$ cat src/rtl/od_regs.svh
// Constants for the opcode decoder: lengths, cycle counts, flag masks.
// Assumes inclusion by od_pkg users only; definitions only.
`ifndef OD_REGS_SVH
`define OD_REGS_SVH

// --------------------------------------------------------------
// Timing
// --------------------------------------------------------------
`define OD_CLK_MHZ 20
`define OD_CLK_PER_MC 2

// --------------------------------------------------------------
// Instruction lengths in bytes and times in machine cycles
// --------------------------------------------------------------
`define OD_L1 2'h1
`define OD_L2 2'h2
`define OD_L3 2'h3
`define OD_C1 3'h1
`define OD_C2 3'h2
`define OD_C4 3'h4

// --------------------------------------------------------------
// Flag effect masks: bit 3 carry, 2 aux carry, 1 overflow, 0 parity
// --------------------------------------------------------------
`define OD_FB_CY 3
`define OD_FB_AC 2
`define OD_FB_OV 1
`define OD_FB_P 0
`define OD_F_NONE 4'h0
`define OD_F_P 4'h1
`define OD_F_CY 4'h8
`define OD_F_CYP 4'h9
`define OD_F_MULDIV 4'hb
`define OD_F_ALL 4'hf

// --------------------------------------------------------------
// Extended opcode select value that picks the code store
// --------------------------------------------------------------
`define OD_EXT_SEL_STORE 4'h1

`endif

$ cat src/rtl/od_pkg.sv
// Types shared by the opcode decoder and its machine cycle divider.
// Assumes od_regs.svh is on the include path.
package od_pkg;

	// --------------------------------------------------------------
	// Operation and operand classes
	// --------------------------------------------------------------
	typedef enum logic [5:0] {
		K_NOP, K_ADD, K_ADD_WITH_CARRY, K_SUBTRACT_WITH_BORROW, K_INC, K_DEC, K_INC_DP,
		K_MUL, K_DIV, K_DA, K_ANL, K_ORL, K_XRL, K_CLR, K_CPL, K_SWAP, K_RL,
		K_ROTATE_LEFT_THROUGH_CARRY, K_RR, K_ROTATE_RIGHT_THROUGH_CARRY,
		K_MOV, K_MOV_DP, K_CODE_MOVE, K_XMOVE_RD, K_XMOVE_WR, K_PUSH, K_POP,
		K_XCH, K_XCH_NIB, K_BIT_CLR, K_BIT_SET, K_BIT_CPL, K_ANL_C, K_ANL_CN,
		K_ORL_C, K_ORL_CN, K_MOV_CBIT, K_MOV_BITC, K_ABS_CALL, K_LONG_CALL,
		K_RET, K_RETI, K_ABS_JUMP, K_LONG_JUMP, K_SJMP, K_JC, K_JNC, K_JB, K_JNB,
		K_BRANCH_BIT_SET_THEN_CLEAR, K_JMP_IND, K_JZ, K_JNZ, K_CMP_BNE, K_DEC_BNZ,
		K_CODE_STORE, K_BREAK
	} od_kind_t;

	typedef enum logic [3:0] {
		M_NONE, M_ACC, M_REG, M_IND, M_DIR, M_IMM, M_BIT, M_REL, M_DIR_IMM,
		M_DIR_DIR, M_CODE_DP, M_CODE_PC, M_XDP, M_XRI, M_ADDR11, M_ADDR16
	} od_mode_t;

	// --------------------------------------------------------------
	// Decoded instruction
	// --------------------------------------------------------------
	typedef struct packed {
		od_kind_t kind;
		od_mode_t mode;
		logic [2:0] reg_num;
		logic [1:0] len;
		logic [2:0] cyc;
		logic [3:0] flags;
		logic [2:0] page;
	} od_dec_t;

	typedef enum logic [1:0] {S_FETCH, S_OPER, S_EXEC, S_BREAK} od_st_t;

	typedef struct packed {
		od_st_t st;
		logic [7:0] opc;
		od_dec_t dec;
		logic [7:0] op1;
		logic [7:0] op2;
		logic [1:0] bytes_left;
		logic [2:0] mc_left;
		logic req;
		logic div_clr;
		logic issue;
		logic done;
		logic brk;
		logic halted;
	} od_state_t;

	typedef struct packed {
		logic [3:0] cnt;
		logic tick;
	} od_div_state_t;

endpackage

$ cat src/rtl/od_decoder.sv
// Opcode decoder and instruction sequencer for an 8-bit core.
// Assumes program memory on the same clock answers code_req_o with
// code_valid_i and the byte; ext_sel_i and break_release_i are synchronous.
//
// Functional notes
// - Machine cycle equals two system clocks
// - Fetch one to three bytes per opcode
// - Execute in 1, 2 or 4 cycles
// - Register number from low three bits
// - Top opcode bits give address page
// - Register add and add-with-carry decode
// - Subtract with borrow register and immediate
// - Logic immediate to direct: 3B, 2C
// - Rotates through carry, one byte one cycle
// - Code byte move from pointer or PC
// - External moves: pointer or register indirect
// - Direct to direct move: 3B, 2C
// - Push and pop: two bytes, two cycles
// - Low nibble exchange in one cycle
// - Carry with inverted bit, AND/OR
// - Branch on bit set, then clear it
// - Compare branch not equal: 3B, 2C
// - Decrement branch nonzero lengths differ by operand
// - Long call and jump: 3B, 2C
// - Indirect jump on accumulator plus pointer
// - Extended select picks store or break
`timescale 1ns/10ps
`include "od_regs.svh"
module od_decoder import od_pkg::*; (
	input wire logic clk_i,
	input wire logic rst_n_i,
	input wire logic code_valid_i,
	input wire logic [7:0] code_byte_i,
	input wire logic [3:0] ext_sel_i,
	input wire logic break_release_i,
	output logic code_req_o,
	output logic [7:0] opcode_o,
	output od_dec_t dec_o,
	output logic [7:0] operand1_o,
	output logic [7:0] operand2_o,
	output logic issue_o,
	output logic done_o,
	output logic break_o,
	output logic halted_o
);
	od_state_t s_r;
	od_state_t s_nxt;
	logic mc_tick;
	od_dec_t dec_w;
	logic take_w;

	// --------------------------------------------------------------
	// Decode helpers
	// --------------------------------------------------------------
	function automatic od_dec_t mk(od_kind_t k, od_mode_t m, logic [1:0] l,
		logic [2:0] c, logic [3:0] f);
		od_dec_t d;
		d.kind = k;
		d.mode = m;
		d.reg_num = 3'h0;
		d.len = l;
		d.cyc = c;
		d.flags = f;
		d.page = 3'h0;
		return d;
	endfunction

	// Hand over to execution; the divider restarts on this edge,
	// so the issue edge is the first clock of machine cycle one
	function automatic od_state_t start_exec(od_state_t s, od_dec_t d);
		od_state_t t;
		t = s;
		t.st = S_EXEC;
		t.mc_left = d.cyc;
		t.div_clr = 1'b1;
		t.issue = 1'b1;
		return t;
	endfunction

	// Request stands in both fetch states
	function automatic logic wants_byte(od_st_t st);
		return (st == S_FETCH) || (st == S_OPER);
	endfunction

	// Operand class of the low column in register-indexed rows
	function automatic od_mode_t col_mode(logic [7:0] op);
		od_mode_t m;
		m = M_REG;
		if (op[3:0] == 4'h4) begin
			m = M_IMM;
		end else if (op[3:0] == 4'h5) begin
			m = M_DIR;
		end else if (op[3:1] == 3'h3) begin
			m = M_IND;
		end
		return m;
	endfunction

	// Accumulator arithmetic and logic rows
	function automatic od_dec_t alu_dec(logic [7:0] op);
		od_dec_t d;
		od_kind_t k;
		logic [3:0] f;
		logic [1:0] l;
		k = K_NOP;
		f = `OD_F_P;
		case (op[7:4])
			4'h2: begin
				k = K_ADD;
				f = `OD_F_ALL;
			end
			4'h3: begin
				k = K_ADD_WITH_CARRY;
				f = `OD_F_ALL;
			end
			4'h4: k = K_ORL;
			4'h5: k = K_ANL;
			4'h6: k = K_XRL;
			4'h9: begin
				k = K_SUBTRACT_WITH_BORROW;
				f = `OD_F_ALL;
			end
			default: k = K_NOP;
		endcase
		// Immediate and direct forms carry one operand byte
		l = (op[3:1] == 3'h2) ? `OD_L2 : `OD_L1;
		d = mk(k, col_mode(op), l, `OD_C1, f);
		return d;
	endfunction

	function automatic od_dec_t decode(logic [7:0] op, logic [3:0] sel);
		od_dec_t d;
		d = mk(K_NOP, M_NONE, `OD_L1, `OD_C1, `OD_F_NONE);
		casez (op)
			8'h00: d = mk(K_NOP, M_NONE, `OD_L1, `OD_C1, `OD_F_NONE);
			8'b???0_0001: d = mk(K_ABS_JUMP, M_ADDR11, `OD_L2, `OD_C2, `OD_F_NONE);
			8'b???1_0001: d = mk(K_ABS_CALL, M_ADDR11, `OD_L2, `OD_C2, `OD_F_NONE);
			8'h02: d = mk(K_LONG_JUMP, M_ADDR16, `OD_L3, `OD_C2, `OD_F_NONE);
			8'h12: d = mk(K_LONG_CALL, M_ADDR16, `OD_L3, `OD_C2, `OD_F_NONE);
			8'h22: d = mk(K_RET, M_NONE, `OD_L1, `OD_C2, `OD_F_NONE);
			8'h32: d = mk(K_RETI, M_NONE, `OD_L1, `OD_C2, `OD_F_NONE);
			8'h03: d = mk(K_RR, M_ACC, `OD_L1, `OD_C1, `OD_F_NONE);
			8'h13: d = mk(K_ROTATE_RIGHT_THROUGH_CARRY, M_ACC, `OD_L1, `OD_C1,
				`OD_F_CYP);
			8'h23: d = mk(K_RL, M_ACC, `OD_L1, `OD_C1, `OD_F_NONE);
			8'h33: d = mk(K_ROTATE_LEFT_THROUGH_CARRY, M_ACC, `OD_L1, `OD_C1,
				`OD_F_CYP);
			8'h04: d = mk(K_INC, M_ACC, `OD_L1, `OD_C1, `OD_F_P);
			8'h14: d = mk(K_DEC, M_ACC, `OD_L1, `OD_C1, `OD_F_P);
			8'h05: d = mk(K_INC, M_DIR, `OD_L2, `OD_C1, `OD_F_NONE);
			8'h15: d = mk(K_DEC, M_DIR, `OD_L2, `OD_C1, `OD_F_NONE);
			8'b0000_011?, 8'b0000_1???: d = mk(K_INC, col_mode(op), `OD_L1, `OD_C1, `OD_F_NONE);
			8'b0001_011?, 8'b0001_1???: d = mk(K_DEC, col_mode(op), `OD_L1, `OD_C1, `OD_F_NONE);
			8'h10: d = mk(K_BRANCH_BIT_SET_THEN_CLEAR, M_BIT, `OD_L3, `OD_C2,
				`OD_F_NONE);
			8'h20: d = mk(K_JB, M_BIT, `OD_L3, `OD_C2, `OD_F_NONE);
			8'h30: d = mk(K_JNB, M_BIT, `OD_L3, `OD_C2, `OD_F_NONE);
			8'h40: d = mk(K_JC, M_REL, `OD_L2, `OD_C2, `OD_F_NONE);
			8'h50: d = mk(K_JNC, M_REL, `OD_L2, `OD_C2, `OD_F_NONE);
			8'h60: d = mk(K_JZ, M_REL, `OD_L2, `OD_C2, `OD_F_NONE);
			8'h70: d = mk(K_JNZ, M_REL, `OD_L2, `OD_C2, `OD_F_NONE);
			8'h80: d = mk(K_SJMP, M_REL, `OD_L2, `OD_C2, `OD_F_NONE);
			8'h42: d = mk(K_ORL, M_DIR, `OD_L2, `OD_C1, `OD_F_NONE);
			8'h52: d = mk(K_ANL, M_DIR, `OD_L2, `OD_C1, `OD_F_NONE);
			8'h62: d = mk(K_XRL, M_DIR, `OD_L2, `OD_C1, `OD_F_NONE);
			8'h43: d = mk(K_ORL, M_DIR_IMM, `OD_L3, `OD_C2, `OD_F_NONE);
			8'h53: d = mk(K_ANL, M_DIR_IMM, `OD_L3, `OD_C2, `OD_F_NONE);
			8'h63: d = mk(K_XRL, M_DIR_IMM, `OD_L3, `OD_C2, `OD_F_NONE);
			8'h72: d = mk(K_ORL_C, M_BIT, `OD_L2, `OD_C2, `OD_F_CY);
			8'h82: d = mk(K_ANL_C, M_BIT, `OD_L2, `OD_C2, `OD_F_CY);
			8'ha0: d = mk(K_ORL_CN, M_BIT, `OD_L2, `OD_C2, `OD_F_CY);
			8'hb0: d = mk(K_ANL_CN, M_BIT, `OD_L2, `OD_C2, `OD_F_CY);
			8'h73: d = mk(K_JMP_IND, M_CODE_DP, `OD_L1, `OD_C2, `OD_F_NONE);
			8'h74: d = mk(K_MOV, M_IMM, `OD_L2, `OD_C1, `OD_F_P);
			8'h75: d = mk(K_MOV, M_DIR_IMM, `OD_L3, `OD_C2, `OD_F_NONE);
			8'b0111_011?, 8'b0111_1???: d = mk(K_MOV, col_mode(op), `OD_L2, `OD_C1, `OD_F_NONE);
			8'h83: d = mk(K_CODE_MOVE, M_CODE_PC, `OD_L1, `OD_C2, `OD_F_P);
			8'h93: d = mk(K_CODE_MOVE, M_CODE_DP, `OD_L1, `OD_C2, `OD_F_P);
			8'h84: d = mk(K_DIV, M_ACC, `OD_L1, `OD_C4, `OD_F_MULDIV);
			8'ha4: d = mk(K_MUL, M_ACC, `OD_L1, `OD_C4, `OD_F_MULDIV);
			8'h85: d = mk(K_MOV, M_DIR_DIR, `OD_L3, `OD_C2, `OD_F_NONE);
			8'b1000_011?, 8'b1000_1???: d = mk(K_MOV, col_mode(op), `OD_L2, `OD_C2, `OD_F_NONE);
			8'h90: d = mk(K_MOV_DP, M_IMM, `OD_L3, `OD_C2, `OD_F_NONE);
			8'h92: d = mk(K_MOV_BITC, M_BIT, `OD_L2, `OD_C2, `OD_F_NONE);
			8'ha2: d = mk(K_MOV_CBIT, M_BIT, `OD_L2, `OD_C1, `OD_F_CY);
			8'ha3: d = mk(K_INC_DP, M_NONE, `OD_L1, `OD_C2, `OD_F_NONE);
			8'ha5: begin
				if (sel[3:0] == `OD_EXT_SEL_STORE) begin
					d = mk(K_CODE_STORE, M_CODE_DP, `OD_L1, `OD_C2, `OD_F_NONE);
				end else begin
					d = mk(K_BREAK, M_NONE, `OD_L1, `OD_C1, `OD_F_NONE);
				end
			end
			8'b1010_011?, 8'b1010_1???: d = mk(K_MOV, col_mode(op), `OD_L2, `OD_C2, `OD_F_NONE);
			8'hb2: d = mk(K_BIT_CPL, M_BIT, `OD_L2, `OD_C1, `OD_F_NONE);
			8'hb3: d = mk(K_BIT_CPL, M_NONE, `OD_L1, `OD_C1, `OD_F_CY);
			8'hc2: d = mk(K_BIT_CLR, M_BIT, `OD_L2, `OD_C1, `OD_F_NONE);
			8'hc3: d = mk(K_BIT_CLR, M_NONE, `OD_L1, `OD_C1, `OD_F_CY);
			8'hd2: d = mk(K_BIT_SET, M_BIT, `OD_L2, `OD_C1, `OD_F_NONE);
			8'hd3: d = mk(K_BIT_SET, M_NONE, `OD_L1, `OD_C1, `OD_F_CY);
			8'hb4: d = mk(K_CMP_BNE, M_IMM, `OD_L3, `OD_C2, `OD_F_CY);
			8'hb5: d = mk(K_CMP_BNE, M_DIR, `OD_L3, `OD_C2, `OD_F_CY);
			8'b1011_011?, 8'b1011_1???: d = mk(K_CMP_BNE, col_mode(op), `OD_L3, `OD_C2, `OD_F_CY);
			8'hc0: d = mk(K_PUSH, M_DIR, `OD_L2, `OD_C2, `OD_F_NONE);
			8'hd0: d = mk(K_POP, M_DIR, `OD_L2, `OD_C2, `OD_F_NONE);
			8'hc4: d = mk(K_SWAP, M_ACC, `OD_L1, `OD_C1, `OD_F_NONE);
			8'hc5: d = mk(K_XCH, M_DIR, `OD_L2, `OD_C1, `OD_F_P);
			8'b1100_011?, 8'b1100_1???: d = mk(K_XCH, col_mode(op), `OD_L1, `OD_C1, `OD_F_P);
			8'hd4: d = mk(K_DA, M_ACC, `OD_L1, `OD_C1, `OD_F_CYP);
			8'hd5: d = mk(K_DEC_BNZ, M_DIR, `OD_L3, `OD_C2, `OD_F_NONE);
			8'b1101_011?: d = mk(K_XCH_NIB, M_IND, `OD_L1, `OD_C1, `OD_F_P);
			8'b1101_1???: d = mk(K_DEC_BNZ, M_REG, `OD_L2, `OD_C2, `OD_F_NONE);
			8'he0: d = mk(K_XMOVE_RD, M_XDP, `OD_L1, `OD_C2, `OD_F_P);
			8'b1110_001?: d = mk(K_XMOVE_RD, M_XRI, `OD_L1, `OD_C2, `OD_F_P);
			8'hf0: d = mk(K_XMOVE_WR, M_XDP, `OD_L1, `OD_C2, `OD_F_NONE);
			8'b1111_001?: d = mk(K_XMOVE_WR, M_XRI, `OD_L1, `OD_C2, `OD_F_NONE);
			8'he4: d = mk(K_CLR, M_ACC, `OD_L1, `OD_C1, `OD_F_P);
			8'hf4: d = mk(K_CPL, M_ACC, `OD_L1, `OD_C1, `OD_F_P);
			8'he5: d = mk(K_MOV, M_DIR, `OD_L2, `OD_C1, `OD_F_P);
			8'hf5: d = mk(K_MOV, M_DIR, `OD_L2, `OD_C1, `OD_F_NONE);
			8'b1110_011?, 8'b1110_1???: d = mk(K_MOV, col_mode(op), `OD_L1, `OD_C1, `OD_F_P);
			8'b1111_011?, 8'b1111_1???: d = mk(K_MOV, col_mode(op), `OD_L1, `OD_C1, `OD_F_NONE);
			default: d = alu_dec(op);
		endcase
		// Register-indexed blocks carry the register in the low bits
		if (d.mode == M_REG) begin
			d.reg_num = op[2:0];
		end else if (d.mode == M_IND || d.mode == M_XRI) begin
			d.reg_num = {2'h0, op[0]};
		end
		if (d.mode == M_ADDR11) begin
			d.page = op[7:5];
		end
		return d;
	endfunction

	assign dec_w = decode(code_byte_i, ext_sel_i);

	// --------------------------------------------------------------
	// Machine cycle timebase
	// --------------------------------------------------------------
	od_mc_div #(
		.DIV(`OD_CLK_PER_MC)
	) u_div (
		.clk_i(clk_i),
		.rst_n_i(rst_n_i),
		.clr_i(s_nxt.div_clr),
		.tick_o(mc_tick)
	);

	// --------------------------------------------------------------
	// Fetch handshake
	// --------------------------------------------------------------
	// Valid may stand while request is low; that byte waits
	// until the next fetch raises the request again
	assign take_w = s_r.req && code_valid_i;

	// --------------------------------------------------------------
	// Sequencer
	// --------------------------------------------------------------
	always_comb begin
		s_nxt = s_r;
		s_nxt.issue = 1'b0;
		s_nxt.done = 1'b0;
		s_nxt.brk = 1'b0;
		s_nxt.div_clr = 1'b0;
		case (s_r.st)
			S_FETCH: begin
				if (take_w) begin
					s_nxt.opc = code_byte_i;
					s_nxt.dec = dec_w;
					s_nxt.op1 = 8'h00;
					s_nxt.op2 = 8'h00;
					s_nxt.bytes_left = dec_w.len - `OD_L1;
					if (dec_w.len == `OD_L1) begin
						s_nxt = start_exec(s_nxt, dec_w);
					end else begin
						s_nxt.st = S_OPER;
					end
				end
			end
			S_OPER: begin
				if (take_w) begin
					// First operand lands in op1, a second one in op2
					if (s_r.bytes_left == s_r.dec.len - `OD_L1) begin
						s_nxt.op1 = code_byte_i;
					end else begin
						s_nxt.op2 = code_byte_i;
					end
					s_nxt.bytes_left = s_r.bytes_left - 2'h1;
					if (s_r.bytes_left == 2'h1) begin
						s_nxt = start_exec(s_nxt, s_r.dec);
					end
				end
			end
			S_EXEC: begin
				// Divider restarts at issue, so each count spans two clocks
				if (mc_tick) begin
					s_nxt.mc_left = s_r.mc_left - 3'h1;
					if (s_r.mc_left == 3'h1) begin
						s_nxt.done = 1'b1;
						if (s_r.dec.kind == K_BREAK) begin
							s_nxt.st = S_BREAK;
							s_nxt.brk = 1'b1;
						end else begin
							s_nxt.st = S_FETCH;
						end
					end
				end
			end
			S_BREAK: begin
				// No fetch while halted; debug logic must release
				if (break_release_i) begin
					s_nxt.st = S_FETCH;
				end
			end
			default: s_nxt.st = S_FETCH;
		endcase
		s_nxt.halted = (s_nxt.st == S_BREAK);
		// Request drops once the last byte of an instruction is taken
		s_nxt.req = wants_byte(s_nxt.st);
	end

	always_ff @(posedge clk_i) begin
		if (!rst_n_i) begin
			s_r <= '0;
		end else begin
			s_r <= s_nxt;
		end
	end

	// --------------------------------------------------------------
	// Outputs
	// --------------------------------------------------------------
	assign code_req_o = s_r.req;
	assign opcode_o = s_r.opc;
	assign dec_o = s_r.dec;
	assign operand1_o = s_r.op1;
	assign operand2_o = s_r.op2;
	assign issue_o = s_r.issue;
	assign done_o = s_r.done;
	assign break_o = s_r.brk;
	assign halted_o = s_r.halted;
endmodule

$ cat src/rtl/od_mc_div.sv
// Machine cycle divider: one-cycle tick every DIV system clocks.
// Assumes the clear input comes from logic on the same clock.
`timescale 1ns/10ps
`include "od_regs.svh"
module od_mc_div import od_pkg::*; #(
	parameter int DIV = `OD_CLK_PER_MC
) (
	input wire logic clk_i,
	input wire logic rst_n_i,
	input wire logic clr_i,
	output logic tick_o
);
	od_div_state_t s_r;
	od_div_state_t s_nxt;

	// --------------------------------------------------------------
	// Counter
	// --------------------------------------------------------------
	always_comb begin
		s_nxt = s_r;
		s_nxt.tick = 1'b0;
		if (clr_i) begin
			// Issue edge is the first clock; a pending tick is dropped
			s_nxt.cnt = 4'h1;
		end else if (s_r.cnt == 4'(DIV - 1)) begin
			s_nxt.cnt = 4'h0;
			s_nxt.tick = 1'b1;
		end else begin
			s_nxt.cnt = s_r.cnt + 4'h1;
		end
	end

	always_ff @(posedge clk_i) begin
		if (!rst_n_i) begin
			s_r <= '0;
		end else begin
			s_r <= s_nxt;
		end
	end

	assign tick_o = s_r.tick;
endmodule

$ cat config.mk
export PLATFORM = sky130hd
export DESIGN_NAME = od_decoder
export DESIGN_NICKNAME = d
export VERILOG_FILES = /design/src/rtl/od_pkg.sv /design/src/rtl/od_decoder.sv /design/src/rtl/od_mc_div.sv
export VERILOG_INCLUDE_DIRS = /design/src /design/src/rtl
export SDC_FILE = /design/constraint.sdc
export NUM_CORES = 1
export LEC_CHECK = 0
export BUFFER_PORTS_ARGS = -buffer_cell sky130_fd_sc_hd__buf_2
export CAP_MARGIN = 5
export CORE_ASPECT_RATIO = 1.2
export CORE_MARGIN = 2
export CORE_UTILIZATION = 45
export CTS_CLUSTER_SIZE = 25
export DETAILED_ROUTE_END_ITERATION = 7
export GPL_TIMING_DRIVEN = 0
export PLACE_DENSITY_LB_ADDON = 0.12
export SYNTH_ARGS = -nofsm -noshare
export SYNTH_HDL_FRONTEND = slang
export SYNTH_SLANG_ARGS = --single-unit
$ cat constraint.sdc
create_clock -name clk_i -period 2.92 [get_ports clk_i]
set_input_delay 0.292 -clock clk_i [delete_from_list [all_inputs] [get_ports clk_i]]
set_output_delay 0.292 -clock clk_i [all_outputs]
set_load 0.01 [all_outputs]
==> flow_summary_export.csv <==
group,metric,value,unit
placed_design,dp_hpwl,16500,um
synth,synth-seq-area-share,24.9,%
placed_design,pre_cts_ws,-1190,ps
synth,syn_inst,714,
synth,synth_mux_area_share,3.42,%
setup_path,path_max_fanout,6,
synth,synth.distinct_cells,79,
timing,worst_slew_pin_slew,1030,ps
synth,synthAdderAreaFrac,2.59,%
die,fp.dieW,103,um
timing,report.final.setup_viol,6,
power,switching_share,38.1,%
finish,area_delta_synth_final,27.0,%
routing,wl_per_cell,23.2,um
die,rows,43,
power,switchingPower,1.43,mW
synth,ys_ff_latch,66,
hold_path,min_path_type,"primary input to flip-flop",
power,pwr-share-comb,41.2,%
setup_path,reg2reg_slack,140,ps
timing,fmax,338,MHz
routing,routed_wl,22700,um
grt,overflow,0,
timing,period_share,101,%
power,pwr_density_cell,557,mW/mm^2
routing,route.detailed.drc,0,
synth,ys.flop_type,"dfxtp_1",
power,p_total,3.75,mW
timing,setup_slack,-37.8,ps
synth,synth-async-reset-ratio,0,%
placed_design,gp_congestion,1.09,
power,p_int,2.32,mW
setup_path,critical_path_class,"primary input to flip-flop",
synth,yosys-top-cells-area,"dfxtp_1, buf_4, nor2_1",
clock_network,path_clk_slew,60,ps
finish,n_antenna_cell,0,
clock_network,cts_sinks,66,
synth,yosysTopAreaCellShare,24.9,%
timing,rsz0062_at_grt,"true",
run_status,violations,"negative setup slack",
grt,grt_pass1_wl,33400,um
die,initial_core_util,46.1,%
clock_network,insertion_delay,330,ps
setup_path,arrival,3200,ps
power,p_leak,2.79,nW
run,maxCapViolations,0,
power,seqPwrFrac,29.3,%
synth,synth_top_cell_by_area,"dfxtp_1",
routing,drt_pre_antenna_iters,6,
finish,drive_gt1_share,31.3,%
synth,synth-edff-count,0,
grt,grt_pass1_vias,5745,
timing,drv_slew,0,
clock_network,cts_tree,"built",
routing,via_per_inst,6.28,
timing,max_slew_margin,31.5,%
power,ir_worst_vdd,0.291,mV
run_status,status,"complete, but fails checks",
power,power_frac_clock,29.5,%
die,dieArea,0.0127,mm^2
grt,grt_max_degree,12,
placed_design,port_buffers,66,
clock_network,h-tree-depth,3,
synth,synth.most_common_cell,"nor2_1",
setup_path,crit_path_start_kind,"primary input",
clock_network,cts_buffer_depth,2,
setup_path,cp-end-kind,"flip-flop",
synth,synthXorXnorAreaFrac,0.989,%
setup_path,worstPathRequired,3160,ps
timing,min_period,2960,ps
synth,synth.net_count,741,
synth,synth_compound_area_share,23.2,%
synth,yosys_warnings,0,
routing,ant_nets,0,
die,design.core.area,0.0115,mm^2
grt,antenna_found_initial,0,
timing,skew,3.63,ps
finish,num-nets-final,841,
grt,grt_use_total,35.4,%
routing,dr_total_vias,6127,
clock_network,clock_tree.root_cell,"clkbuf_16",
synth,yosys.area_share.simple,31.0,%
synth,synth_top_family_by_area,"simple AND/OR/NAND/NOR gates",
timing,hold_ws,282,ps
routing,drt-initial-drc-count,552,
die,pin_count,70,
clock_network,numCtsBuffers,9,
synth,syn_area,0.00531,mm^2
synth,ys_top_cells_by_count,"nor2_1, nand2_1, dfxtp_1",
synth,avgSynthCellArea,7.44,um^2
die,die_h,123,um
timing,hold_violations,0,
==> sequential cells by signal, summed over array words and instances (netlist names) <==
| signal | cells |
|---|---|
| operand2_o | 8 |
| u_div.s_r | 4 |
| halted_o | 1 |
| operand1_o | 8 |
| dec_o | 25 |
| code_req_o | 1 |
| issue_o | 1 |
| break_o | 1 |
| done_o | 1 |
| u_div.tick_o | 1 |
| opcode_o | 8 |
| s_r | 7 |
==> critical path: stages <==
cell	delay, ps
buf_8	100
buf_8	120
clkbuf_4	160
nor4b_4	150
buf_4	170
nand2_1	130
o311a_1	340
nor3b_2	320
nand4_4	160
mux2_4	360
inv_2	80
ha_4	150
nand2_4	70
a21oi_4	160
nand2_4	90
inv_4	80
nor2_4	30
a311oi_2	230
==> area by class of cell <==
cell class                      instances  area [um^2]
Buffer                                105          736
Clock buffer                           12          256
Clock inverter                          4         50.0
Fill cell                            1091         4770
Inverter                               16         63.8
Multi-Input combinational cell        525         3590
Sequential cell                        66         1320
Tap cell                              157          196
Timing Repair Buffer                   91          528
==> path summary, 6_finish.rpt <==
| check | from | endpoint | cells past startpoint |
|---|---|---|---|
| setup / recovery | code_byte_i[2] | s_r[8]$_SDFFE_PN0P_ | 18 |
| hold / removal | rst_n_i | s_r[10]$_SDFFE_PN0P_ | 3 |
| setup reg to reg | s_r[61]$_SDFF_PN0_ | operand2_o[0]$_SDFFE_PN0P_ | 8 |
| hold reg to reg | dec_o[17]$_SDFFE_PN0P_ | dec_o[17]$_SDFFE_PN0P_ | 1 |
==> cells in the final DEF, fill, tap and decap left out, types with 10 or more instances in the layout <==
cell and n:
a21oi_1 53, buf_2 73, buf_4 78, clkbuf_1 21, dfxtp_1 66, ha_1 10
inv_1 12, mux2i_1 17, nand2_1 65, nand3_1 18, nand4_1 12, nor2_1 78
nor3_1 31, o211ai_1 10, o21ai_0 38, o22ai_1 13
==> power by group through the flow <==
stage,clock network [mW],registers [mW],logic [mW]
after global routing,1.14,1.11,1.66
after floorplan,0,1.09,0.930
after CTS,1.11,1.09,1.38
final,1.11,1.10,1.55
after global placement,0,1.10,1.27
after detailed placement,0,1.11,1.29
==> kinds of logic (layout without fill, tap and decap cells) <==
logic type | count (synthesis) | after routing
xor gates and xnor gates | 6 | 6
and+or+nand+nor | 299 | 299
adders and majority gates | 11 | 11
DFF | 66 | 66
AOI/OAI and AO/OA | 191 | 191
buffers and inverters | 123 | 228
muxes | 18 | 18
==> metal layers <==
layer  part of all wire, %  track usage (%)
met3                   7.3             3.79
met2                    49             61.0
met4                   7.4             21.1
met5                     0                0
met1                    37             41.9
==> timing repair <==
item | in CTS | in global routing
setup buffers | 9 | 16
gates resized for setup | 52 | 48
hold endpoints to repair | 0 | 0
hold buffers | 0 | 0
pin swaps | 13 | 16
gates cloned | 0 | 0
endpoints found under the setup margin | 18 | 11
==> through the flow <==
stage	instance area [um^2]	cells	TNS, ps	util, %
after floorplan	5320	714	0	-
after global placement	5840	937	-19220	50.7
after detailed placement	5840	937	-17220	50.7
after CTS	6460	961	0	56.1
after global routing	6750	976	-464	58.6
final	6750	976	-111	58.6
Power figures use the tool's default switching activity.
